File: config.mk
export PLATFORM = sky130hd
export DESIGN_NAME = sstl_top
export DESIGN_NICKNAME = d
export VERILOG_FILES = /design/src/include/sstl_pkg.sv /design/src/hw/sstl_tick.sv /design/src/hw/sstl_top.sv
export SDC_FILE = /design/constraint.sdc
export NUM_CORES = 1
export LEC_CHECK = 0
export ABC_AREA = 1
export BUFFER_PORTS_ARGS = -buffer_cell sky130_fd_sc_hd__buf_2
export CAP_MARGIN = 20
export CORE_AREA = 2 2 152 154
export CTS_BUF_LIST = sky130_fd_sc_hd__clkbuf_8
export CTS_CLUSTER_SIZE = 24
export DETAILED_ROUTE_END_ITERATION = 10
export DIE_AREA = 0 0 154 156
export GPL_TIMING_DRIVEN = 0
export PLACE_DENSITY = 0.75
export SYNTH_ARGS = -nofsm -noshare
export SYNTH_HDL_FRONTEND = slang
export SYNTH_SLANG_ARGS = --single-unit
File: constraint.sdc
create_clock -name CLK -period 3.5 [get_ports CLK]
set_input_delay 0.35 -clock CLK [delete_from_list [all_inputs] [get_ports CLK]]
set_output_delay 0.35 -clock CLK [all_outputs]
set_load 0.01 [all_outputs]
File: src/include/sstl_pkg.sv
/*
 * Constants for the stop-torque-limit selection and stop sequencing
 * block: register offsets, reset values, codes and timing constants.
 * Assumes a 25 MHz control clock and a plain strobe register port.
 */
`default_nettype none

package sstl_pkg;

    // ------------------------------------------------------------
    // Register offsets
    // ------------------------------------------------------------
    localparam logic [3:0] OFS_CFG    = 4'h0;
    localparam logic [3:0] OFS_LIMIT3 = 4'h1;
    localparam logic [3:0] OFS_LIMIT2 = 4'h2;
    localparam logic [3:0] OFS_BRAKE  = 4'h3;
    localparam logic [3:0] OFS_DEVTH  = 4'h4;
    localparam logic [3:0] OFS_OLWARN = 4'h5;
    localparam logic [3:0] OFS_STATUS = 4'h6;
    localparam logic [3:0] OFS_LIMOUT = 4'h7;

    // ------------------------------------------------------------
    // Field positions in the configuration register
    // ------------------------------------------------------------
    localparam int CFG_SRC     = 0;
    localparam int CFG_HOLD    = 1;
    localparam int CFG_SOFF    = 4;
    localparam int CFG_ALARM   = 7;
    localparam int CFG_PLOSS   = 10;
    localparam int CFG_REGEN   = 13;
    localparam int CFG_FLY     = 15;
    localparam int CFG_UV      = 16;

    // ------------------------------------------------------------
    // Stop codes and reset values
    // ------------------------------------------------------------
    localparam logic [2:0]  STOP_FREE      = 3'h3;
    localparam logic [2:0]  STOP_EMERG     = 3'h5;
    localparam logic [2:0]  STOP_MINOR4    = 3'h4;
    localparam logic [8:0]  RST_LIMIT      = 9'h12c;  // 300 %
    localparam logic [9:0]  RST_BRAKE      = 10'h000; // 0.00 s
    localparam logic [9:0]  RST_DEVTH      = 10'h096; // 15.0 rev
    localparam logic [6:0]  RST_OLWARN     = 7'h32;   // 50 %
    // Codes 5 for servo-off, alarm and power loss, undervoltage detect on
    localparam logic [16:0] RST_CFG        = 17'h1_16d0;

    // ------------------------------------------------------------
    // Timing: brake delay counts in 10 ms steps
    // ------------------------------------------------------------
    localparam int  CLK_HZ      = 25_000_000;
    localparam int  TICK_MS     = 10;
    localparam int  TICK_CYCLES = CLK_HZ / 1000 * TICK_MS;

    typedef enum logic [1:0] {
        SSTL_CTRL_POS,
        SSTL_CTRL_SPD,
        SSTL_CTRL_TRQ
    } sstl_mode_e;

endpackage : sstl_pkg

`default_nettype wire

File: src/hw/sstl_tick.sv
/*
 * Divider that emits a one-cycle enable every PERIOD clocks.
 * Assumes one clock domain; the enable feeds same-clock logic only.
 */
`default_nettype none

module sstl_tick #(
    parameter int PERIOD = 250_000
) (
    // Clock and reset
    input  wire logic clk,
    input  wire logic rst_n,
    // Enable pulse
    output logic      tick
);
    logic [31:0] count;

    always_ff @(posedge clk or negedge rst_n) begin
        if (!rst_n) begin
            count <= 32'h0;
            tick  <= 1'b0;
        end else if (count == 32'(PERIOD - 1)) begin
            count <= 32'h0;
            tick  <= 1'b1;
        end else begin
            count <= count + 32'h1;
            tick  <= 1'b0;
        end
    end
endmodule : sstl_tick

`default_nettype wire

File: src/hw/sstl_top.sv
/*
 * Stop torque-limit selection and stop sequencing for a servo drive.
 * Picks the torque limit during controlled stops in position and speed modes and for deviation
 * hold, sequences brake and free-run after servo-off, flags flying
 * start, undervoltage, deviation overflow and overload warning.
 * Assumes terminal inputs are asynchronous pins; limit values,
 * speed, deviation and overload level come from same-clock logic.
 */
`default_nettype none

module sstl_top
    import sstl_pkg::*;
#(
    parameter int TICK_PERIOD = sstl_pkg::TICK_CYCLES
) (
    // Clock and reset
    input  wire logic       CLK,
    input  wire logic       RST_N,
    // Register port
    input  wire logic [3:0] ADDR,
    input  wire logic [31:0] WDATA,
    input  wire logic       WR,
    input  wire logic       RD,
    output logic      [31:0] RDATA,
    // Digital input terminals (pins)
    input  wire logic       SERVO_ON,
    input  wire logic       FORCED_STOP,
    input  wire logic       FWD_OVERTRAVEL,
    input  wire logic       REV_OVERTRAVEL,
    input  wire logic       TL_SEL0,
    input  wire logic       TL_SEL1,
    // Drive state from same-clock logic
    input  wire sstl_pkg::sstl_mode_e CTRL_MODE,
    input  wire logic       DIR_CCW,
    input  wire logic       MINOR_ALARM,
    input  wire logic       MAJOR_ALARM,
    input  wire logic       MAIN_POWER_LOSS,
    input  wire logic       UNDERVOLTAGE,
    input  wire logic       REGEN_OVERHEAT,
    input  wire logic       MOTOR_RUNNING,
    input  wire logic [15:0] MOTOR_SPEED,
    input  wire logic [15:0] DEVIATION_TENTHS,
    input  wire logic [6:0] OVERLOAD_LEVEL,
    input  wire logic [8:0] FWD_LIMIT,
    input  wire logic [8:0] REV_LIMIT,
    input  wire logic signed [9:0] ANALOG_TORQUE_LIMIT,
    // Outputs
    output logic [8:0]      TORQUE_LIMIT,
    output logic [8:0]      HOLD_LIMIT,
    output logic            HOLD_ACTIVE,
    output logic            TORQUE_ENABLE,
    output logic            EMERGENCY_STOP,
    output logic            BRAKE_RELEASE,
    output logic            FLY_START,
    output logic [15:0]     FLY_SPEED,
    output logic            UNDERVOLTAGE_ALARM,
    output logic            REGEN_ALARM,
    output logic            DEVIATION_OVERFLOW,
    output logic            OVERLOAD_WARNING
);
    import sstl_pkg::*;

    // ------------------------------------------------------------
    // Helpers
    // ------------------------------------------------------------
    function automatic logic [8:0] min9(input logic [8:0] a,
                                        input logic [8:0] b);
        return (a < b) ? a : b;
    endfunction

    // ------------------------------------------------------------
    // Pin synchronisers: change accepted when stages 2 and 3 agree
    // ------------------------------------------------------------
    localparam int NPIN = 6;
    logic [NPIN-1:0] pin_raw;
    logic [NPIN-1:0] sync1;
    logic [NPIN-1:0] sync2;
    logic [NPIN-1:0] sync3;
    logic [NPIN-1:0] pin;

    assign pin_raw = {TL_SEL1, TL_SEL0, REV_OVERTRAVEL, FWD_OVERTRAVEL,
                      FORCED_STOP, SERVO_ON};

    always_ff @(posedge CLK or negedge RST_N) begin
        if (!RST_N) begin
            sync1 <= '0;
            sync2 <= '0;
            sync3 <= '0;
            pin   <= '0;
        end else begin
            sync1 <= pin_raw;
            sync2 <= sync1;
            sync3 <= sync2;
            for (int i = 0; i < NPIN; i++) begin
                if (sync2[i] == sync3[i]) begin
                    pin[i] <= sync3[i];
                end
            end
        end
    end

    logic servo_on;
    logic fstop_ok;
    logic fot_ok;
    logic rot_ok;
    logic sel0;
    logic sel1;
    assign {sel1, sel0, rot_ok, fot_ok, fstop_ok, servo_on} = pin;

    // ------------------------------------------------------------
    // Registers: live settings and power-on copies
    // ------------------------------------------------------------
    logic [16:0] cfg;
    logic [16:0] cfg_live;
    logic [8:0]  limit3;
    logic [8:0]  limit2;
    logic [9:0]  brake_delay;
    logic [9:0]  dev_th;
    logic [6:0]  ol_warn;
    logic        cfg_taken;

    always_ff @(posedge CLK or negedge RST_N) begin
        if (!RST_N) begin
            cfg_live    <= RST_CFG;
            limit3      <= RST_LIMIT;
            limit2      <= RST_LIMIT;
            brake_delay <= RST_BRAKE;
            dev_th      <= RST_DEVTH;
            ol_warn     <= RST_OLWARN;
        end else if (WR) begin
            if (ADDR == OFS_CFG) begin
                cfg_live <= WDATA[16:0];
            end else if (ADDR == OFS_LIMIT3) begin
                limit3 <= WDATA[8:0];
            end else if (ADDR == OFS_LIMIT2) begin
                limit2 <= WDATA[8:0];
            end else if (ADDR == OFS_BRAKE) begin
                brake_delay <= WDATA[9:0];
            end else if (ADDR == OFS_DEVTH) begin
                dev_th <= WDATA[9:0];
            end else if (ADDR == OFS_OLWARN) begin
                ol_warn <= WDATA[6:0];
            end
        end
    end

    // Power-on settings take the live copy once after reset release;
    // later writes stay in cfg_live only, and the next reset reloads RST_CFG into both.
    always_ff @(posedge CLK or negedge RST_N) begin
        if (!RST_N) begin
            cfg       <= RST_CFG;
            cfg_taken <= 1'b0;
        end else if (!cfg_taken) begin
            cfg       <= cfg_live;
            cfg_taken <= 1'b1;
        end
    end

    logic       src_analog;
    logic [1:0] hold_sel;
    logic [2:0] soff_code;
    logic [2:0] alarm_code;
    logic [2:0] ploss_code;
    logic [1:0] regen_code;
    logic       fly_en;
    logic       uv_en;
    assign src_analog = cfg[CFG_SRC];
    assign hold_sel   = cfg[CFG_HOLD +: 2];
    assign soff_code  = cfg[CFG_SOFF +: 3];
    assign alarm_code = cfg[CFG_ALARM +: 3];
    assign ploss_code = cfg[CFG_PLOSS +: 3];
    assign regen_code = cfg_live[CFG_REGEN +: 2];
    assign fly_en     = cfg[CFG_FLY];
    assign uv_en      = cfg[CFG_UV];

    // ------------------------------------------------------------
    // Stop torque-limit selection
    // ------------------------------------------------------------
    logic [8:0] analog_lim;
    logic [8:0] dir_lim;
    logic [8:0] stop_lim;
    logic       stop_cause;
    logic       pos_or_spd;

    // Negative input gives no usable limit
    assign analog_lim = ANALOG_TORQUE_LIMIT[9] ? 9'h000
                                               : ANALOG_TORQUE_LIMIT[8:0];
    assign dir_lim    = DIR_CCW ? REV_LIMIT : FWD_LIMIT;
    assign pos_or_spd = (CTRL_MODE == SSTL_CTRL_POS)
                     || (CTRL_MODE == SSTL_CTRL_SPD);
    assign stop_cause = !servo_on || !fstop_ok || !fot_ok || !rot_ok
                     || (MINOR_ALARM && (alarm_code == STOP_MINOR4
                                      || alarm_code == STOP_EMERG));

    always_comb begin
        stop_lim = dir_lim;
        case ({sel1, sel0})
            2'b00: stop_lim = (dir_lim >= limit3) ? limit3 : dir_lim;
            2'b01: stop_lim = (analog_lim >= limit3 && dir_lim >= limit3)
                            ? limit3 : min9(analog_lim, dir_lim);
            2'b10: stop_lim = (limit2 >= limit3 && dir_lim >= limit3)
                            ? limit3 : min9(limit2, dir_lim);
            default: stop_lim = (analog_lim >= limit3 && limit2 >= limit3)
                            ? limit3 : min9(analog_lim, limit2);
        endcase
    end

    always_ff @(posedge CLK or negedge RST_N) begin
        if (!RST_N) begin
            TORQUE_LIMIT <= 9'h000;
        end else if (src_analog) begin
            TORQUE_LIMIT <= analog_lim;
        end else if (pos_or_spd && stop_cause) begin
            TORQUE_LIMIT <= stop_lim;
        end else begin
            TORQUE_LIMIT <= dir_lim;
        end
    end

    // ------------------------------------------------------------
    // Deviation hold at torque limit
    // ------------------------------------------------------------
    always_ff @(posedge CLK or negedge RST_N) begin
        if (!RST_N) begin
            HOLD_ACTIVE <= 1'b0;
            HOLD_LIMIT  <= 9'h000;
        end else if (CTRL_MODE != SSTL_CTRL_POS) begin
            HOLD_ACTIVE <= 1'b0;
            HOLD_LIMIT  <= 9'h000;
        end else if (hold_sel == 2'd2 && (sel0 || src_analog)) begin
            HOLD_ACTIVE <= 1'b1;
            HOLD_LIMIT  <= analog_lim;
        end else if (hold_sel == 2'd1 && sel1 && !src_analog) begin
            HOLD_ACTIVE <= 1'b1;
            HOLD_LIMIT  <= limit2;
        end else begin
            HOLD_ACTIVE <= 1'b0;
            HOLD_LIMIT  <= 9'h000;
        end
    end

    // ------------------------------------------------------------
    // Servo-off, alarm and power-loss stop sequencing
    // ------------------------------------------------------------
    logic       tick;
    logic [9:0] hold_count;
    logic       servo_on_d;
    logic       free_run;

    sstl_tick #(
        .PERIOD (TICK_PERIOD)
    ) u_tick (
        .clk    (CLK),
        .rst_n  (RST_N),
        .tick   (tick)
    );

    logic [2:0] act_code;
    logic       stop_req;
    always_comb begin
        act_code = soff_code;
        stop_req = !servo_on;
        if (MAIN_POWER_LOSS) begin
            act_code = ploss_code;
            stop_req = 1'b1;
        end else if (MAJOR_ALARM) begin
            act_code = STOP_FREE;
            stop_req = 1'b1;
        end else if (MINOR_ALARM) begin
            act_code = alarm_code;
            stop_req = 1'b1;
        end
    end

    always_ff @(posedge CLK or negedge RST_N) begin
        if (!RST_N) begin
            servo_on_d     <= 1'b0;
            hold_count     <= 10'h000;
            TORQUE_ENABLE  <= 1'b0;
            EMERGENCY_STOP <= 1'b0;
            BRAKE_RELEASE  <= 1'b0;
            free_run       <= 1'b1;
        end else begin
            servo_on_d    <= servo_on;
            BRAKE_RELEASE <= servo_on && !stop_req;
            if (!stop_req) begin
                hold_count     <= brake_delay;
                TORQUE_ENABLE  <= 1'b1;
                EMERGENCY_STOP <= 1'b0;
                free_run       <= 1'b0;
            end else if (act_code == STOP_FREE) begin
                TORQUE_ENABLE  <= 1'b0;
                EMERGENCY_STOP <= 1'b0;
                free_run       <= 1'b1;
            end else if (MOTOR_RUNNING && !free_run) begin
                TORQUE_ENABLE  <= 1'b1;
                EMERGENCY_STOP <= 1'b1;
                if (tick && hold_count != 10'h000) begin
                    hold_count <= hold_count - 10'h001;
                end
            end else if (hold_count != 10'h000) begin
                EMERGENCY_STOP <= 1'b0;
                if (tick) begin
                    hold_count <= hold_count - 10'h001;
                end
            end else begin
                TORQUE_ENABLE  <= 1'b0;
                EMERGENCY_STOP <= 1'b0;
                free_run       <= 1'b1;
            end
        end
    end

    // ------------------------------------------------------------
    // Flying start: on a rising edge of synchronised servo-on, including the first one after reset
    // ------------------------------------------------------------
    always_ff @(posedge CLK or negedge RST_N) begin
        if (!RST_N) begin
            FLY_START <= 1'b0;
            FLY_SPEED <= 16'h0000;
        end else begin
            FLY_START <= 1'b0;
            if (fly_en && CTRL_MODE == SSTL_CTRL_SPD && cfg_taken
                && servo_on && !servo_on_d && free_run
                && MOTOR_RUNNING) begin
                FLY_START <= 1'b1;
                FLY_SPEED <= MOTOR_SPEED;
            end
        end
    end
    // servo_on_d resets low and the synchroniser settles low, so the
    // first edge after power-up can catch a running motor in free-run

    // ------------------------------------------------------------
    // Alarms and warnings
    // ------------------------------------------------------------
    always_ff @(posedge CLK or negedge RST_N) begin
        if (!RST_N) begin
            UNDERVOLTAGE_ALARM <= 1'b0;
            REGEN_ALARM        <= 1'b0;
            DEVIATION_OVERFLOW <= 1'b0;
            OVERLOAD_WARNING   <= 1'b0;
        end else begin
            UNDERVOLTAGE_ALARM <= uv_en && UNDERVOLTAGE;
            REGEN_ALARM        <= (regen_code == 2'd1)
                               && REGEN_OVERHEAT;
            DEVIATION_OVERFLOW <= (dev_th != 10'h000)
                               && (DEVIATION_TENTHS > {6'h00, dev_th});
            OVERLOAD_WARNING   <= (OVERLOAD_LEVEL >= ol_warn);
        end
    end

    // ------------------------------------------------------------
    // Register read port, data one cycle after the strobe
    // ------------------------------------------------------------
    always_ff @(posedge CLK or negedge RST_N) begin
        if (!RST_N) begin
            RDATA <= 32'h0;
        end else if (RD) begin
            if (ADDR == OFS_CFG) begin
                RDATA <= {15'h0, cfg_live};
            end else if (ADDR == OFS_LIMIT3) begin
                RDATA <= {23'h0, limit3};
            end else if (ADDR == OFS_LIMIT2) begin
                RDATA <= {23'h0, limit2};
            end else if (ADDR == OFS_BRAKE) begin
                RDATA <= {22'h0, brake_delay};
            end else if (ADDR == OFS_DEVTH) begin
                RDATA <= {22'h0, dev_th};
            end else if (ADDR == OFS_OLWARN) begin
                RDATA <= {25'h0, ol_warn};
            end else if (ADDR == OFS_STATUS) begin
                RDATA <= {24'h0, free_run, EMERGENCY_STOP, TORQUE_ENABLE,
                          BRAKE_RELEASE, UNDERVOLTAGE_ALARM, REGEN_ALARM,
                          DEVIATION_OVERFLOW, OVERLOAD_WARNING};
            end else if (ADDR == OFS_LIMOUT) begin
                RDATA <= {23'h0, TORQUE_LIMIT};
            end else begin
                RDATA <= 32'h0;
            end
        end else begin
            RDATA <= 32'h0;
        end
    end
endmodule : sstl_top

`default_nettype wire

== Word-level counts from Yosys, hierarchy flattened ==
Index checks and enable logic that the tools add are counted.

* Logic and storage cells: 182
* Bits of input ports: 122
* Bits in registers: 224
* Output and inout port bits: 75

* Equality and inequality tests: 30
* Muxes and demuxes: 53
* Reduce and logical (&&, ||, !) cells: 49
* $add $sub $neg: 2
* $lt $le $gt $ge: 8
* Bitwise operators: 5

{| class="wikitable"
|+ Operator list
! operator !! number
|-
| 2-to-1 mux 9 bit || 17
|-
| 2-to-1 mux 10 bit || 10
|-
| 2-to-1 mux 32 bit || 2
|-
| adder 32 x 1 -> 32 bit (second input constant) || 1
|-
| == test 32 x 18 -> 1 bit (second input constant) || 1
|-
| greater-or-equal comparator 9 bit || 3
|-
| < comparator 9 bit || 3
|-
| case mux 9 bit (3 select lines) || 1
|-
| logical AND 1 bit || 20
|-
| nonzero test 10 bit || 2
|-
| 2-to-1 mux 1 bit || 19
|-
| 2-to-1 mux 17 bit || 1
|-
| == test 4 x 3 -> 1 bit (second input constant) || 4
|-
| greater-than comparator 16 x 10 -> 1 bit || 1
|-
| subtractor 10 x 1 -> 10 bit (second input constant) || 1
|-
| 2-to-1 mux 3 bit || 3
|-
| == test 2 x 1 -> 1 bit (second input constant) || 4
|-
| == test 4 x 2 -> 1 bit (second input constant) || 2
|-
| zero test 1 bit || 8
|-
| AND reduction 4 bit || 2
|-
| greater-or-equal comparator 7 bit || 1
|-
| logical OR 1 bit || 7
|-
| AND reduction 7 bit || 1
|-
| == test 1 bit || 6
|-
| other kinds (17) || 27
|}

== Logic depth before layout (Yosys ltp) ==
Gate-level depths: netlist (run 1).

* Depth in word-level cells: 10
* Depth in mapped cells: 19
* Depth with buffers taken out: 18

== By module ==
From an unflattened synthesis (run 1), not the netlist that was laid out.

* Cells, all modules: 1587
* Area total of the unflattened synthesis: 12092.8 um^2

{| class="wikitable"
|+ By module, submodules not included
! module !! cells each !! instances !! area each (um^2) !! seq. area each (um^2)
|-
| sstl_top || 1294 || 1 || 10129.7 || 4366.7
|-
| sstl_tick || 293 || 1 || 1963.1 || 825.8
|}

== Worst setup path after synthesis (run 1) ==
No wires, ideal clock.

* Path kind: input -> register
* Start: input port DIR_CCW
* End: register TORQUE_LIMIT[1]
* Buffers on the path: 3
* Arrival: 2.699 ns
* Stages: 17
* Setup time: 0.120 ns
* Required time: 3.380 ns
* Path slack: 0.681 ns
* Cells stage by stage: buf_2 inv_2 or2_2 o21ai_0 inv_1 ha_1 nand2_1 nor2_1 nand3b_1 nand4_1 buf_2 clkbuf_1 nand2_1 o211ai_1 nand3_1 o21ai_1 nand2_1

* Cells in the longest elaborated chain, start to end: 7
* Elaborated cells on any way between the ends: 14
* Classes of those cells: order compare (3); mux (9); reduce/logical (2)

{| class="wikitable"
|+ Ends and longest elaborated chain
! item !! RTL line !! source
|-
| from (decl) || sstl_top.sv:34 || <nowiki>input wire logic DIR_CCW,</nowiki>
|-
| 2-to-1 mux 9 bit * || sstl_top.sv:188 || <nowiki>assign dir_lim = DIR_CCW ? REV_LIMIT : FWD_LIMIT;</nowiki>
|-
| < comparator 9 bit or greater-or-equal comparator 9 bit (tied branches) || -- ||
|-
| 2-to-1 mux 9 bit (tied with other cells) || sstl_top.sv:68 || <nowiki>return (a < b) ? a : b;</nowiki>
|-
| 2-to-1 mux 9 bit (on tied branches) || sstl_top.sv:202, sstl_top.sv:200 ||
|-
| case mux 9 bit (3 select lines) || sstl_top.sv:197 || <nowiki>case ({sel1, sel0})</nowiki>
|-
| 2-to-1 mux 9 bit * || sstl_top.sv:213 || <nowiki>end else if (pos_or_spd && stop_cause) begin</nowiki>
|-
| 2-to-1 mux 9 bit * || sstl_top.sv:211 || <nowiki>end else if (src_analog) begin</nowiki>
|-
| to (signal assigned) || sstl_top.sv:212 || <nowiki>TORQUE_LIMIT <= analog_lim;</nowiki>
|-
| to (signal assigned) || sstl_top.sv:214 || <nowiki>TORQUE_LIMIT <= stop_lim;</nowiki>
|-
| to (signal assigned) || sstl_top.sv:216 || <nowiki>TORQUE_LIMIT <= dir_lim;</nowiki>
|-
| to (decl) || sstl_top.sv:48 || <nowiki>output logic [8:0] TORQUE_LIMIT,</nowiki>
|}

Mark *: on every way between the ends. The rest lies on a longest branch, timed or not.
A chain may end at the register's enable or synchronous reset.

== Final worst setup path (run 1) ==
* Start: input port DIR_CCW
* End: register TORQUE_LIMIT[7]

The elaborated chain is that of the path after synthesis.

==> results.json, run 1 <==
{
  "status": "completed",
  "synth_cell_type_count": 51,
  "grtUsageTotal": 0.282,
  "grt_pass1_wl_um": 53700,
  "fp.dieH_um": 156,
  "period_share": 0.925,
  "worst_setup_path_end_kind": "flip-flop",
  "place_area_um2": 13000,
  "clk_pin_slew_ns": 0.06,
  "drv_slew": 0,
  "clock-root-buffer": "clkbuf_8",
  "finalSetupViolCount": 0,
  "clock.fmax_mhz": 309,
  "crit_type": "in2reg",
  "crit_chain": "buf_2 > o21ai_0 > inv_1 > ha_1 > nand2_1 > nor2_1 > nand3b_1 > nand4_1 > nand2_1 > clkbuf_1 > o211ai_1 > nand3_1 > nand2_1 > a21oi_1",
  "p_switching_mw": 2.56,
  "synth_edf_count": 0,
  "ys.flop_type": "dfrtp_1",
  "cts_tree": "done",
  "fin_nets": 1911,
  "worst_slack_ns": 0.264,
  "drtAntennaViolNets": 0,
  "p_int_mw": 4.94,
  "gp_congestion": 0.964,
  "die_area_um2": 24000,
  "cts_max_path_buffers": 3,
  "first_iter_violations": 1079,
  "numCtsBuffers": 36,
  "synth_area_um2": 11700,
  "final_common_cell": "nand2_1",
  "p_leak_nw": 7.30,
  "busiest_layer": "met2",
  "async_reset_ff_frac": 1.00,
  "use_met1": 0.387,
  "peakVddDrop_mv": 0.314,
  "slew_headroom": 0.344,
  "fin_skew_ns": 0.0232,
  "synth_largest_area_cell": "dfrtp_1",
  "worst_slew_pin_slew_ns": 0.973,
  "grt_pass1_vias": 10370,
  "grt_use_met2": 0.463,
  "finalSetupTns_ns": 0,
  "hold_class": "in2reg",
  "cp_slowest_stage_delay_ns": 0.77,
  "cts_setup_buffers": 0,
  "wire_per_inst_um": 16.7,
  "drv_cap": 0,
  "antenna_found_initial": 0,
  "vias_per_cell": 5.46,
  "crit_top_cell": "nand2_1",
  "yosys-top-cells-area": "dfrtp_1 38%, nand2_1 12%, dfstp_2 6.7%",
  "combPwrFrac": 0.260,
  "pre_cts_ws_ns": -0.335,
  "syn-instance-count": 1494,
  "reg2reg_slack_ns": 0.43,
  "crit_slowest_cell": "o21ai_0",
  "power.total_mw": 7.50,
  "cp.required_ns": 3.91,
  "design_area_um2": 14000,
  "drc": 0,
  "cp.arrival_ns": 3.65,
  "synth-seq-area-share": 0.443,
  "grt_max_degree": 108,
  "hpwl_um": 25600,
  "start_util": 0.524,
  "nFillCells": 1962,
  "powerDensity_nw_per_um2": 536,
  "worstPathMaxFanout": 10,
  "num_rows": 55,
  "rsz0062_at_grt": "false",
  "fp.dieW_um": 154,
  "clkLatencyLatePin_ns": 0.54,
  "yosys_register_bits": 206,
  "portBuffers": 164,
  "cts.sinks": 206,
  "ioPinCount": 197,
  "grt_util_met3": 0.0436,
  "drive_above_1_share": 0.180,
  "via_count": 11129,
  "avgSynthCellArea_um2": 7.85,
  "grt-ovfl-total": 0,
  "syn_to_final_growth_pct": 19.4,
  "routed_wl_um": 34000,
  "yosysWarnings": 0,
  "seq_power_share": 0.411,
  "htreeDepth": 2,
  "core_area_um2": 22400,
  "layout_common_cells": "377 x nand2_1, 192 x inv_1, 176 x dfrtp_1",
  "post-route-min-period_ns": 3.24,
  "finalHoldViolations": 0,
  "netlist.area_leader.share": 0.376,
  "p_sw_frac": 0.342,
  "n_antenna_cell": 0,
  "drtPass1Iterations": 5,
  "clockPowerShare": 0.329,
  "crit_path_start_kind": "input pin"
}
routing by layer:
metal,part of all wire,routed length (µm)
met2,0.46,15700
met1,0.43,14600
met3,0.077,2630
met4,0.030,1030
met5,0,0
final timing paths:
| path | start | end | cells past startpoint |
|---|---|---|---|
| worst max-delay path | DIR_CCW | TORQUE_LIMIT[7] | 14 |
| worst min-delay path | MOTOR_SPEED[9] | FLY_SPEED[9] | 3 |
| worst max register to register | limit3[2] | TORQUE_LIMIT[7] | 12 |
| worst min register to register | sync1[1] | sync2[1] | 0 |
| max in group asynchronous | RST_N | cfg[12] | 4 |
| min in group asynchronous | RST_N | OVERLOAD_WARNING | 2 |
power by group through the flow:
| stage | clock [mW] | combinational [mW] | sequential, mW |
|---|---|---|---|
| final | 2.47 | 1.95 | 3.09 |
| after global routing | 2.62 | 2.21 | 3.12 |
| after CTS | 2.51 | 1.93 | 3.07 |
| after detailed placement | 0 | 1.91 | 3.11 |
| after global placement | 0 | 1.84 | 3.10 |
| after floorplan | 0 | 1.26 | 3.02 |
repair_timing:
| action | 4_1_cts | 5_1_grt |
|---|---|---|
| endpoints found under the setup margin | 0 | 1 |
| resized for setup | 0 | 1 |
| endpoints found under the hold margin | 40 | 0 |
| hold buffers | 15 | 0 |
kinds of logic after synthesis:
kind of cell | Yosys count | synth area share
and+or+nand+nor | 682 | 0.252
AOI/OAI and AO/OA | 257 | 0.123
buffers and inverters | 243 | 0.0833
DFF | 206 | 0.443
adders and majority gates | 68 | 0.0713
xor gates and xnor gates | 31 | 0.0231
muxes | 5 | 0.00480
other | 2 | 0.000640
area by class of cell:
cell class                      instances  area (µm²)  area share
Multi-Input combinational cell       1059        5610       0.401
Sequential cell                       206        5190       0.371
Timing Repair Buffer                  181        1040      0.0740
Inverter                              192         721      0.0515
Clock buffer                           48         661      0.0472
Tap cell                              285         357      0.0255
Buffer                                 51         256      0.0183
Clock inverter                         16         165      0.0118
state kept, by name, indices dropped and copies added, names as in the netlist, 6 cells and up:
register and flops:
u_tick.count 32, RDATA 17, cfg_live 17, FLY_SPEED 16
cfg 14, brake_delay 10, dev_th 10, hold_count 10
HOLD_LIMIT 9, TORQUE_LIMIT 9, limit2 9, limit3 9
ol_warn 7, pin 6, sync1 6, sync2 6
sync3 6
stage by stage:
step	utilization	instances	hold slack [ns]
after CTS	0.626	2038	0.000781
after floorplan	-	1508	0.0544
after detailed placement	0.582	1959	0.209
final	0.626	2038	0.0246
after global routing	0.626	2038	0.0103
after global placement	0.579	1957	0.336
Yosys cell counts (7+ instances only):
cell type,instances
a211oi_1,10
a21oi_1,79
buf_4,16
clkbuf_1,29
dfrtp_1,176
dfstp_2,30
ha_1,62
inv_1,183
nand2_1,377
nand2_2,8
nand3_1,109
nand4_1,17
nor2_1,112
nor3_1,17
nor4_1,11
o211ai_1,19
o21a_1,9
o21ai_0,113
o21ai_1,7
or2_2,7
xnor2_1,7
xor2_1,24
critical path, delay by kind of cell:
family / cells / cell delay, ns
AO/OA/AOI/OAI: 3 / 1.21
adder cells (fa/ha/maj): 1 / 0.38
buffers and inverters: 3 / 0.84
AND/OR/NAND/NOR: 7 / 0.87
No activity file was read; power rests on OpenSTA's default activity.
==> run 2, diff against run 1 <==
--- a/config.mk
+++ b/config.mk
@@ -5,16 +5,15 @@
 export SDC_FILE = /design/constraint.sdc
 export NUM_CORES = 1
 export LEC_CHECK = 0
-export ABC_AREA = 1
 export BUFFER_PORTS_ARGS = -buffer_cell sky130_fd_sc_hd__buf_2
 export CAP_MARGIN = 20
-export CORE_AREA = 2 2 152 154
+export CORE_AREA = 2 2 148 150
 export CTS_BUF_LIST = sky130_fd_sc_hd__clkbuf_8
 export CTS_CLUSTER_SIZE = 24
 export DETAILED_ROUTE_END_ITERATION = 10
-export DIE_AREA = 0 0 154 156
+export DIE_AREA = 0 0 150 152
 export GPL_TIMING_DRIVEN = 0
-export PLACE_DENSITY = 0.75
+export PLACE_DENSITY = 0.76
 export SYNTH_ARGS = -nofsm -noshare
 export SYNTH_HDL_FRONTEND = slang
 export SYNTH_SLANG_ARGS = --single-unit
==> results.json, run 2 <==
{
  "status": "completed",
  "cp.arrival_ns": 3.76,
  "busiest_layer": "met2",
  "cp_slowest_stage_delay_ns": 0.94,
  "gp_congestion": 0.946,
  "slew_headroom": 0.231,
  "crit_path_start": "limit3[2]",
  "use_met1": 0.355,
  "syn_to_final_growth_pct": 18.3,
  "synth_most_common_cell": "dfrtp_1",
  "rsz0062_at_grt": "false",
  "clkLatencyLatePin_ns": 0.53,
  "die_area_um2": 22800,
  "async_reset_ff_frac": 1.00,
  "hold-worst-slack_ns": 0.0455,
  "peakVddDrop_mv": 0.252,
  "cts_max_path_buffers": 3,
  "r2r_start": "limit3[2]",
  "reg2reg_to": "TORQUE_LIMIT[4]",
  "htreeDepth": 2,
  "powerDensity_nw_per_um2": 547,
  "p_switching_mw": 2.40,
  "reg_top3": "u_tick.count x32, RDATA x17, cfg_live x17",
  "synth_cell_type_count": 93,
  "fp.dieW_um": 150,
  "grt_use_met2": 0.396,
  "p_sw_frac": 0.333,
  "num_rows": 54,
  "final_common_cell": "dfrtp_1",
  "hold_class": "in2reg",
  "fp.dieH_um": 152,
  "layout_common_cells": "176 x dfrtp_1, 162 x buf_2, 80 x mux2_2",
  "worstPathMaxFanout": 8,
  "wire_per_inst_um": 18.8,
  "p_int_mw": 4.81,
  "seq_power_share": 0.445,
  "grt_util_met3": 0.0450,
  "top_register": "u_tick.count",
  "worst_slack_ns": 0.179,
  "design_area_um2": 13200,
  "crit_slowest_cell": "a211oi_1",
  "period_share": 0.949,
  "place_area_um2": 12400,
  "yosys_register_bits": 206,
  "post-route-min-period_ns": 3.32,
  "critPathCapture": "TORQUE_LIMIT[4]",
  "crit_chain": "inv_1 > ha_1 > nand2_1 > o21ai_0 > a41oi_2 > a211oi_1 > a31oi_1 > a21oi_1 > a221oi_1 > o21ai_1",
  "dp.cells": 1467,
  "fin_skew_ns": 0.0331,
  "first_iter_violations": 657,
  "numCtsBuffers": 36,
  "routed_wl_um": 29000,
  "grt_max_degree": 125,
  "cp.required_ns": 3.94,
  "combPwrFrac": 0.257,
  "ys.flop_type": "dfrtp_1",
  "vias_per_cell": 5.75,
  "finalHoldViolations": 0,
  "n_antenna_cell": 0,
  "final_util": 0.617,
  "worst_setup_path_end_kind": "flip-flop",
  "drv_slew": 0,
  "start_util": 0.522,
  "portBuffers": 161,
  "p_leak_nw": 6.37,
  "core_area_um2": 21400,
  "netlist.area_leader.share": 0.395,
  "drtPass1Iterations": 8,
  "power.total_mw": 7.21,
  "clock.fmax_mhz": 301,
  "crit_path_start_kind": "flip-flop",
  "synth-seq-area-share": 0.466,
  "synth_largest_area_cell": "dfrtp_1",
  "finalSetupTns_ns": 0,
  "yosysWarnings": 0,
  "largest_reg_flops": 32,
  "cts.sinks": 206,
  "finalNonFillerCells": 1539,
  "via_count": 8846,
  "crit_type": "reg2reg",
  "synth_area_um2": 11100,
  "ff2ff_path_depth": 10,
  "clock-root-buffer": "clkbuf_8",
  "clockPowerShare": 0.298,
  "fin_nets": 1417,
  "ys_top_cells_by_count": "176 x dfrtp_1, 80 x mux2_2, 76 x nand2_1",
  "grt_pass1_vias": 8665,
  "grt-ovfl-total": 0,
  "synth_edf_count": 0,
  "pre_cts_ws_ns": -0.383,
  "syn-instance-count": 1011,
  "drtAntennaViolNets": 0,
  "drv_cap": 0,
  "finalSetupViolCount": 0,
  "yosys-top-cells-area": "dfrtp_1 40%, mux2_2 8.1%, dfstp_2 7.1%",
  "hpwl_um": 21400,
  "avgSynthCellArea_um2": 11.0,
  "clk_pin_slew_ns": 0.06,
  "reg2reg_slack_ns": 0.18,
  "drc": 0,
  "grtUsageTotal": 0.253,
  "antenna_found_initial": 0,
  "grt_pass1_wl_um": 45600,
  "worst_slew_pin_slew_ns": 1.15,
  "ioPinCount": 197,
  "nFillCells": 1737,
  "drive_above_1_share": 0.314,
  "cts_tree": "done"
}
run 2: routing by layer:
layer	routed length [µm]	up-vias	share of wire
met3	2340	72	0.081
met2	13300	449	0.46
met5	0	-	0
met4	888	0	0.031
li1	-	4099	-
met1	12400	4226	0.43
run 2: worst min-delay path by stage:
stage	from	endpoint	slack (ns)	cells after the start
after floorplan	RST_N	BRAKE_RELEASE	0.05	0
after global placement	sync1[5]	sync2[5]	0.34	0
after detailed placement	sync1[5]	sync2[5]	0.33	0
after CTS	REGEN_OVERHEAT	REGEN_ALARM	0.02	3
final	MOTOR_SPEED[4]	FLY_SPEED[4]	0.05	2
after global routing	WDATA[11]	cfg_live[11]	0.03	2
run 2: kinds of logic (layout without fill, tap and decap cells):
| family | after synthesis | after routing | share of synthesized area |
|---|---|---|---|
| other | 2 | 16 | 0.000674 |
| buffers and inverters | 110 | 344 | 0.0484 |
| AO/OA/AOI/OAI | 198 | 198 | 0.128 |
| flip-flops | 206 | 206 | 0.466 |
| AND/OR/NAND/NOR | 278 | 278 | 0.132 |
| XOR/XNOR | 38 | 38 | 0.0299 |
| multiplexers | 110 | 110 | 0.119 |
| adder cells (fa/ha/maj) | 69 | 69 | 0.0759 |
run 2: final cells by class:
| type | instances | area (µm²) | share of cell area |
|---|---|---|---|
| Sequential cell | 206 | 5190 | 0.394 |
| Inverter | 63 | 236 | 0.0179 |
| Timing Repair Buffer | 170 | 918 | 0.0697 |
| Buffer | 47 | 303 | 0.0230 |
| Tap cell | 280 | 350 | 0.0266 |
| Clock inverter | 23 | 134 | 0.0102 |
| Clock buffer | 41 | 564 | 0.0428 |
| Multi-Input combinational cell | 709 | 5490 | 0.416 |
run 2: repair_timing:
item,4_1_cts,5_1_grt
setup buffers,0,0
endpoints found under the hold margin,102,0
setup endpoints to repair,0,7
gates resized for setup,0,4
hold buffers,7,0
run 2: power by group through the flow:
| stage | logic [mW] | clock network (mW) | registers, mW |
|---|---|---|---|
| after floorplan | 1.25 | 0 | 3.09 |
| after global placement | 1.74 | 0 | 3.22 |
| after detailed placement | 1.82 | 0 | 3.23 |
| after CTS | 1.83 | 2.19 | 3.19 |
| after global routing | 2.05 | 2.32 | 3.24 |
| final | 1.86 | 2.15 | 3.21 |
run 2: critical path: cells and delay by family (launching register included):
kind,cells,cell delay [ns]
compound gates,7,2.13
fa+ha+maj,1,0.31
buf+inv,1,0.12
flops,1,0.63
simple gates,1,0.05
==> run 3, diff against run 2 <==
--- a/config.mk
+++ b/config.mk
@@ -14,6 +14,7 @@
 export DIE_AREA = 0 0 150 152
 export GPL_TIMING_DRIVEN = 0
 export PLACE_DENSITY = 0.76
+export SETUP_SLACK_MARGIN = 0.2
 export SYNTH_ARGS = -nofsm -noshare
 export SYNTH_HDL_FRONTEND = slang
 export SYNTH_SLANG_ARGS = --single-unit
==> constraint.sdc (replaced) <==
create_clock -name CLK -period 3.5 [get_ports CLK]
set_input_delay 0.35 -clock CLK [delete_from_list [all_inputs] [get_ports CLK]]
set_output_delay 0.35 -clock CLK [all_outputs]
set_load 0.1 [all_outputs]
==> results.json, run 3 (synthesis gave the netlist of run 2 again) <==
{
  "cts.sinks": 206,
  "die_area_um2": 22800,
  "fin_nets": 1420,
  "grt-ovfl-total": 0,
  "first_iter_violations": 635,
  "hold-worst-slack_ns": 0.0443,
  "pre_cts_ws_ns": -0.383,
  "core_area_um2": 21400,
  "final_util": 0.620,
  "reg2reg_to": "TORQUE_LIMIT[3]",
  "p_leak_nw": 6.39,
  "status": "completed",
  "routed_wl_um": 29200,
  "drive_above_1_share": 0.318,
  "busiest_layer": "met2",
  "hold_end": "REGEN_ALARM",
  "grt_use_met2": 0.397,
  "drtAntennaViolNets": 0,
  "fp.dieW_um": 150,
  "crit_chain": "buf_2 > dlymetal6s2s_1 > nor2b_1 > ha_1 > o21ai_0 > a21oi_1 > a31oi_1 > o21a_2 > clkbuf_4 > mux2i_1 > o2111ai_1 > a221o_1 > and3_1",
  "hpwl_um": 21400,
  "top_register": "u_tick.count",
  "hold_class": "in2reg",
  "layout_common_cells": "175 x dfrtp_1, 162 x buf_2, 80 x mux2_2",
  "via_count": 8848,
  "worst_slew_pin_slew_ns": 0.992,
  "drv_cap": 0,
  "use_met1": 0.355,
  "powerDensity_nw_per_um2": 599,
  "finalHoldViolations": 0,
  "post-route-min-period_ns": 3.18,
  "wire_per_inst_um": 18.9,
  "clock-root-buffer": "clkbuf_8",
  "cts_tree": "done",
  "n_antenna_cell": 0,
  "portBuffers": 161,
  "grt_max_degree": 125,
  "drtPass1Iterations": 7,
  "grt_util_met3": 0.0450,
  "power.total_mw": 7.93,
  "start_util": 0.522,
  "crit_type": "in2reg",
  "worst_setup_path_end_kind": "flip-flop",
  "grt_pass1_vias": 8666,
  "vias_per_cell": 5.74,
  "drv_slew": 0,
  "cp.required_ns": 3.90,
  "whs_path_depth": 3,
  "num_rows": 54,
  "fin_skew_ns": 0.0345,
  "cp.arrival_ns": 3.58,
  "numCtsBuffers": 36,
  "clkLatencyLatePin_ns": 0.53,
  "rsz0062_at_grt": "true",
  "crit_slowest_cell": "nor2b_1",
  "gp_congestion": 0.946,
  "reg_top3": "u_tick.count x32, RDATA x17, cfg_live x17",
  "grt_pass1_wl_um": 45600,
  "htreeDepth": 2,
  "final_common_cell": "dfrtp_1",
  "grtUsageTotal": 0.253,
  "peakVddDrop_mv": 0.333,
  "syn_to_final_growth_pct": 18.8,
  "cp_slowest_stage_delay_ns": 0.67,
  "r2r_start": "limit3[2]",
  "drc": 0,
  "hp-start": "REGEN_OVERHEAT",
  "worst_slack_ns": 0.321,
  "cts_max_path_buffers": 3,
  "fp.dieH_um": 152,
  "reg2reg_slack_ns": 0.37,
  "clk_pin_slew_ns": 0.06,
  "nFillCells": 1732,
  "period_share": 0.908,
  "antenna_found_initial": 0,
  "crit_path_start_kind": "input pin",
  "slew_headroom": 0.333,
  "ioPinCount": 197,
  "largest_reg_flops": 32,
  "finalSetupViolCount": 0,
  "ff2ff_path_depth": 10,
  "worstPathMaxFanout": 10,
  "clock.fmax_mhz": 315
}
run 3: cell types whose count changed in the layout (fill, tap and decap cells not counted), sizes merged:
cell | before | now
buf | 184 | 187
run 3: per-stage QoR:
| stage | TNS [ns] | cells | instance area [µm²] |
|---|---|---|---|
| floorplan | 0 | 1025 | 11200 |
| global placement | -227.12 | 1466 | 12400 |
| detailed placement | -2.52 | 1467 | 12400 |
| CTS | 0 | 1538 | 13200 |
| global route | 0 | 1542 | 13200 |
| finish | 0 | 1542 | 13200 |
run 3: worst max path at each step:
| stage | depth (start not counted) | endpoint | slack [ns] | start |
|---|---|---|---|---|
| final | 13 | TORQUE_LIMIT[3] | 0.32 | ANALOG_TORQUE_LIMIT[9] |
| after global routing | 14 | TORQUE_LIMIT[3] | 0.18 | ANALOG_TORQUE_LIMIT[9] |
| after CTS | 11 | TORQUE_LIMIT[3] | 0.23 | limit3[8] |
| after detailed placement | 11 | TORQUE_LIMIT[4] | -0.38 | DIR_CCW |
| after global placement | 1 | FLY_SPEED[15] | -1.29 | RST_N |
| after floorplan | 12 | TORQUE_LIMIT[7] | 0.52 | DIR_CCW |
run 3: repair_timing:
action | 4_1_cts | 5_1_grt
endpoints found under the setup margin | 5 | 9
resized for setup | 2 | 10
hold buffers | 7 | 0
endpoints found under the hold margin | 102 | 0
pin swaps | 0 | 0
setup buffers | 0 | 3
run 3: where the power goes:
group | total, mW | internal (mW) | switching, mW
clock | 2.15 | 1.15 | 0.992
combinational | 2.57 | 0.880 | 1.69
sequential | 3.22 | 2.80 | 0.411
total | 7.93 | 4.84 | 3.09
run 3: final cells by class:
class	count	area, µm²	share of cell area
multi-input cells	709	5520	0.417
flip-flops and latches	206	5190	0.392
repair buffers	173	941	0.0711
clock buffers	41	564	0.0426
well taps	280	350	0.0265
plain buffers	47	303	0.0229
inverters	63	236	0.0179
clock inverters	23	134	0.0101
run 3: worst max-delay path: cells and delay by family:
| family | cells | cell delay, ns |
|---|---|---|
| AOI/OAI and AO/OA | 6 | 1.19 |
| and+or+nand+nor | 2 | 0.83 |
| buffers and inverters | 3 | 0.63 |
| muxes | 1 | 0.22 |
| adders and majority gates | 1 | 0.35 |
run 3: metal layers:
metal  part of all wire  vias to the layer above
met2               0.45                      441
met3              0.083                       85
met5                  0                        -
met1               0.43                     4221
li1                   -                     4101
met4              0.037                        0
